--- src/core/rf_port_cfg.svh ---
// Register offsets, field positions and reset values of the RF front-end control
// Contract
// - Bit 12 picks port arrangement: 1 single
// - Port arrangement bit resets to 0 (dual)
// - Single port: shared pin pair is bidirectional
// - Single RX: receive switch on, shared amp off
// - Single TX: receive switch off, shared amp on
// - Dual: shared amp off, separate amp transmits
// - Bit 14 enables bias output, else tri-state
// - Bit 13 inverts, only enabled dual port
// - Single enabled: high TX, low RX
// - Dual enabled: high TX, low RX, inverted optional
// - Enabled: low in idle, doze, hibernate
`ifndef RF_PORT_CFG_SVH
`define RF_PORT_CFG_SVH

`define RF_REG_ADDR_W        6
`define RF_REG_DATA_W        16
`define RF_FRONT_END_CTRL    6'h07
`define RF_FRONT_END_RESET   16'h0000
`define RF_BIT_PORT_SELECT   12
`define RF_BIT_BIAS_INVERT   13
`define RF_BIT_BIAS_ENABLE   14

`endif

--- src/core/rf_port_pkg.sv ---
// Types shared by the RF front-end control modules
package rf_port_pkg;

    typedef enum logic [2:0] {
        ST_IDLE      = 3'b000,
        ST_RX        = 3'b001,
        ST_TX        = 3'b010,
        ST_DOZE      = 3'b011,
        ST_HIBERNATE = 3'b100
    } radio_state_e;

endpackage

--- src/core/rf_ctrl_if.sv ---
// Configuration and drive signals between register file and path decoder
`timescale 1ns/1ns
`default_nettype none
interface rf_ctrl_if;
    import rf_port_pkg::*;

    logic         single_port;
    logic         bias_enable;
    logic         bias_invert;
    radio_state_e state;
    logic         rx_switch_en;
    logic         shared_amp_en;
    logic         separate_amp_en;
    logic         bias_level;
    logic         bias_oe;

    modport cfg (output single_port, bias_enable, bias_invert, state,
                 input  rx_switch_en, shared_amp_en, separate_amp_en, bias_level, bias_oe);
    modport dec (input  single_port, bias_enable, bias_invert, state,
                 output rx_switch_en, shared_amp_en, separate_amp_en, bias_level, bias_oe);
endinterface
`default_nettype wire

--- src/core/rf_path_decode.sv ---
// Path enables and bias/switch level from port arrangement and radio state
`timescale 1ns/1ns
`default_nettype none
module rf_path_decode (
    // Configuration in, drives out
    rf_ctrl_if.dec ctl
);
    import rf_port_pkg::*;

    always_comb
    begin
        ctl.rx_switch_en    = 1'b0;
        ctl.shared_amp_en   = 1'b0;
        ctl.separate_amp_en = 1'b0;
        ctl.bias_level      = 1'b0;
        ctl.bias_oe         = ctl.bias_enable;
        unique case (ctl.state)
            ST_RX:
            begin
                ctl.rx_switch_en = 1'b1;
                // Single port ignores invert; dual uses it
                ctl.bias_level   = ctl.single_port ? 1'b0 : ctl.bias_invert;
            end
            ST_TX:
            begin
                ctl.shared_amp_en   = ctl.single_port;
                ctl.separate_amp_en = ~ctl.single_port;
                ctl.bias_level      = ctl.single_port ? 1'b1 : ~ctl.bias_invert;
            end
            ST_IDLE, ST_DOZE, ST_HIBERNATE:
            begin
                ctl.bias_level = 1'b0;
            end
            default:
            begin
                // Unused state code: all paths off, output low if driven
                ctl.bias_level = 1'b0;
            end
        endcase
    end

endmodule
`default_nettype wire

--- src/core/rf_port_mode_and_bias_control.sv ---
// RF front-end control: control register, path enables, bias/switch output
`timescale 1ns/1ns
`default_nettype none
`include "rf_port_cfg.svh"
module rf_port_mode_and_bias_control (
    // Clock and reset
    input  wire logic                         clk,
    input  wire logic                         reset,
    // Register port
    input  wire logic [`RF_REG_ADDR_W-1:0]    reg_addr,
    input  wire logic [`RF_REG_DATA_W-1:0]    reg_wdata,
    input  wire logic                         reg_write,
    output logic      [`RF_REG_DATA_W-1:0]    reg_rdata,
    // Radio state from modem sequencer
    input  wire rf_port_pkg::radio_state_e    radio_state,
    // Internal RF path controls
    output logic                              port_arrangement_select,
    output logic                              rf_shared_bidir,
    output logic                              rx_switch_en,
    output logic                              shared_path_amp_en,
    output logic                              separate_path_amp_en,
    // Bias/switch control pin
    output logic                              bias_switch_out,
    output logic                              bias_switch_out_oe
);
    import rf_port_pkg::*;

    logic [`RF_REG_DATA_W-1:0] ctrl_q;
    logic [`RF_REG_DATA_W-1:0] ctrl_d;
    logic [`RF_REG_DATA_W-1:0] rdata_q;
    logic [`RF_REG_DATA_W-1:0] rdata_d;
    logic                      hit;

    rf_ctrl_if ctl ();

    // Register write and read-back
    assign hit = (reg_addr == `RF_FRONT_END_CTRL);

    always_comb
    begin
        ctrl_d = ctrl_q;
        if (reg_write && hit)
        begin
            ctrl_d = reg_wdata;
        end
        rdata_d = hit ? ctrl_d : '0;
    end

    always_ff @(posedge clk)
    begin
        if (reset)
        begin
            ctrl_q  <= `RF_FRONT_END_RESET;
            rdata_q <= '0;
        end
        else
        begin
            ctrl_q  <= ctrl_d;
            rdata_q <= rdata_d;
        end
    end

    assign reg_rdata = rdata_q;

    // Field extraction into the decoder
    assign ctl.single_port = ctrl_q[`RF_BIT_PORT_SELECT];
    assign ctl.bias_enable = ctrl_q[`RF_BIT_BIAS_ENABLE];
    assign ctl.bias_invert = ctrl_q[`RF_BIT_BIAS_INVERT];
    // State goes straight through so outputs track it without delay
    assign ctl.state       = radio_state;

    rf_path_decode u_decode (
        .ctl (ctl.dec)
    );

    assign port_arrangement_select = ctrl_q[`RF_BIT_PORT_SELECT];
    assign rf_shared_bidir         = ctrl_q[`RF_BIT_PORT_SELECT];
    assign rx_switch_en            = ctl.rx_switch_en;
    assign shared_path_amp_en      = ctl.shared_amp_en;
    assign separate_path_amp_en    = ctl.separate_amp_en;
    // Level forced low when not driven, so the pin value is defined
    assign bias_switch_out         = ctl.bias_oe & ctl.bias_level;
    assign bias_switch_out_oe      = ctl.bias_oe;
endmodule
`default_nettype wire

--- config.mk ---
export PLATFORM = sky130hd
export DESIGN_NAME = rf_port_mode_and_bias_control
export DESIGN_NICKNAME = d
export VERILOG_FILES = /design/src/core/rf_port_pkg.sv /design/src/core/rf_ctrl_if.sv /design/src/core/rf_path_decode.sv /design/src/core/rf_port_mode_and_bias_control.sv
export VERILOG_INCLUDE_DIRS = /design/src /design/src/core
export SDC_FILE = /design/constraint.sdc
export NUM_CORES = 1
export LEC_CHECK = 0
export BUFFER_PORTS_ARGS = -buffer_cell sky130_fd_sc_hd__buf_4
export CORE_ASPECT_RATIO = 1.25
export CORE_MARGIN = 2
export CORE_UTILIZATION = 43
export CTS_BUF_LIST = sky130_fd_sc_hd__clkbuf_4 sky130_fd_sc_hd__clkbuf_8 sky130_fd_sc_hd__clkbuf_16
export CTS_CLUSTER_DIAMETER = 60
export CTS_CLUSTER_SIZE = 8
export DETAILED_ROUTE_END_ITERATION = 12
export GPL_TIMING_DRIVEN = 0
export MAX_ROUTING_LAYER = met4
export PLACE_DENSITY_LB_ADDON = 0.1
export SLEW_MARGIN = 25
export SYNTH_ARGS = -nofsm -noshare
export SYNTH_HDL_FRONTEND = slang
export SYNTH_HIERARCHICAL = 1
export SYNTH_SLANG_ARGS = --single-unit
--- constraint.sdc ---
create_clock -name clk -period 1.3 [get_ports clk]
set_clock_uncertainty 0.15 [all_clocks]
set_input_delay 0.13 -clock clk [delete_from_list [all_inputs] [get_ports clk]]
set_output_delay 0.13 -clock clk [all_outputs]
set_load 0.1 [all_outputs]
==> metrics.md <==
| Metric | Value |
|---|---|
| Detailed-route vias per instance | 4.83 |
| Setup violations, final | 5 |
| Clock-pin slew on the worst setup and hold paths | 0.06 ns |
| Final cycle utilization of the critical path | 142% |
| Required time reported for the critical path endpoint | 1.02 ns |
| DRC | 0 |
| Hpwl dp | 2240 um |
| Worst path slowest cell | or3b_1 |
| Post-route minimum period | about 1.8 ns |
| Max H-tree Level | 2 |
| Placement Setup Slack | -0.383 ns |
| Final core utilization | 69.8% |
| Core region area | 0.00317 mm^2 |
| Remaining antenna violation count | 0 |
| Signal arrival time at the worst endpoint | 1.56 ns |
| Max Transition Viols Final | 0 |
| Vias | 1193 |
| Cts bufs inserted | 5 |
| First-pass GRT wire length | 4890 um |
| Async SR Flop Fraction | 0% |
| Net Count, Synth | 162 |
| Die Area | 0.00372 mm^2 |
| Overall routed net length | 3150 um |
| Most frequent cells in the layout | buf_4, nand2b_1, mux2i_1 |
| Fraction of the yosys area taken by sequential cells | 45.9% |
| Power per standard cell area | roughly 990 mW/mm^2 |
| Design Area, Final | 0.00221 mm^2 |
| Total design power | approximately 2.2 mW |
| Die span in y | 67.7 um |
| Inst Count DP | 220 |
| Top_reg_cell synth | dfxtp_1 |
| Root buffer selected by CTS | clkbuf_8 |
| Die span in x | 55.0 um |
| Pin count of the biggest net entering global routing | 11 |
| Worst hold slack across all endpoints | 0.0237 ns |
| Flip-flop and latch count after synthesis | 32 |
| Violations in the final reports | negative setup slack |
| Max-cap violation count | 0 |
| Worst vdd rail ir drop | ~0.76 mV |
| Largest stage delay on the critical path | 0.36 ns |
| Worst Max-Slew Pin Slew | 0.377 ns |
| CP Cell Sequence | nand2b_4, or3b_1, a21oi_2, and2_4, buf_12 |
| Fin Setup TNS | -1.39 ns |
| Number of library cell types mapped by synthesis | 20 |
| Number of enable flip-flop cells after synthesis | 0 |
| Number of sinks on the clock net | 32 |
| Post-layout nets | 237 |
| # diodes | 0 |
| Num ports | between 50 and 60 |
| Relative slew slack | 74.8% |
| Crit path setup slack, layout | -0.544 ns |
| Site Rows | 23 |
| Gp weighted congestion | 0.674 |
| Class of the worst hold path | input pin to flop |
| Highest clock rate | 0.542 GHz |
| Syn Inst Count | approximately 130 |
| Router iterations before antenna repair | 4 |
| Share of post-route cells with drive strength above 1 | 35.7% |
| Area growth, synth to finish | 58.2% |
| CP Launch Type | flop |
| Most common cell after layout, fill and taps aside | buf_4 |
| Static leakage | around 0.94 nW |
| Capturing element type of the critical path | primary output |
| Antenna violations before repair | 0 |
| Routed wire length per instance | between 10 and 15 um |
| Outcome | finished with violations |
| CTS tree | built |
| Remaining Overflow, GRT | 0 |
| 1st-iter DRT viols | 9 |
| Netlist area before placement | roughly 0.0014 mm^2 |
| Layout Cells excl Fill | 247 |
| All-Layer GR Usage | 19.4% |
| Critical path peak fanout | 2 |
| PortBufs | 49 |
| Unrepaired setup endpoints after global routing | yes |
| Source-to-sink clock delay at the later pin of the worst-skew pair | 0.28 ns |
| Initial cell density of the core | between 40 and 50% |
| Maximum number of buffers from clock root to sink | 2 |
| Number of global-route vias before repair | 1168 |
| Final hold violations | 0 |
| YS warnings | 6 |
| Mean area per synthesized cell | 10.4 um^2 |
| Type of the setup path with the least slack | flop to primary output |
| Placed instance area | 0.00186 mm^2 |
[flip-flops by register name, indices dropped and copies added, names as in the netlist]
signal,flops
ctrl_q,16
reg_rdata,16
[worst paths after layout]
path	slack, ns	cells after the start	startpoint	to
setup / recovery	-0.54	5	ctrl_q[12]$_SDFF_PP0_	bias_switch_out
hold / removal	0.02	3	reset	ctrl_q[10]$_SDFF_PP0_
setup reg to reg	0.14	5	ctrl_q[12]$_SDFF_PP0_	reg_rdata[12]$_SDFF_PP0_
hold reg to reg	0.32	2	ctrl_q[8]$_SDFF_PP0_	ctrl_q[8]$_SDFF_PP0_
[critical path: cells and delay by family (launching register included)]
| family | cells | cell delay [ns] |
|---|---|---|
| compound gates | 1 | 0.13 |
| flops | 1 | 0.34 |
| simple gates | 3 | 0.65 |
| buf+inv | 1 | 0.16 |
[cell usage after synthesis, types with 2 or more instances]
library cell,n,area [um^2]
nand2b_1,32,200
buf_4,2,15.0
buf_2,3,15.0
nor2_1,17,63.8
mux2i_1,32,320
dfxtp_1,32,641
clkbuf_1,3,11.3
[area by class of cell]
class	instances	area (um^2)
fill	254	956
timing repair buffer	68	603
buffer	10	76.3
tap	37	46.3
sequential	32	646
clock buffer	6	76.3
clock inverter	2	35.0
multi-input combinational	92	727
[per-layer routing]
metal | vias to the layer above | global-route usage (%) | part of all wire [%]
li1 | 588 | - | -
met1 | 558 | 19.1 | 39
met2 | 42 | 34.5 | 54
met3 | 5 | 5.31 | 4.8
met4 | 0 | 8.23 | 1.7
met5 | - | - | 0
[where the power goes]
part	switching (mW)	leakage [nW]	internal [mW]
Combinational	0.112	0.626	0.146
Clock	0.362	0.0586	0.589
Sequential	0.00142	0.259	0.981
[timing repair]
action | in CTS | in global routing
endpoints found under the setup margin | 5 | 5
buffers inserted | 1 | 2
gates resized for setup | 10 | 5
pin swaps | 2 | 1
hold endpoints to repair | 31 | 0
hold buffers | 16 | 0
[logic make-up after synthesis]
group / Yosys count / synth area share, %
AO/OA/AOI/OAI: 1 / 0.627
AND/OR/NAND/NOR: 59 / 25.4
multiplexers: 32 / 22.9
buffers and inverters: 10 / 5.20
flip-flops: 32 / 45.9
Note: power is estimated with default switching activity, not from simulation.
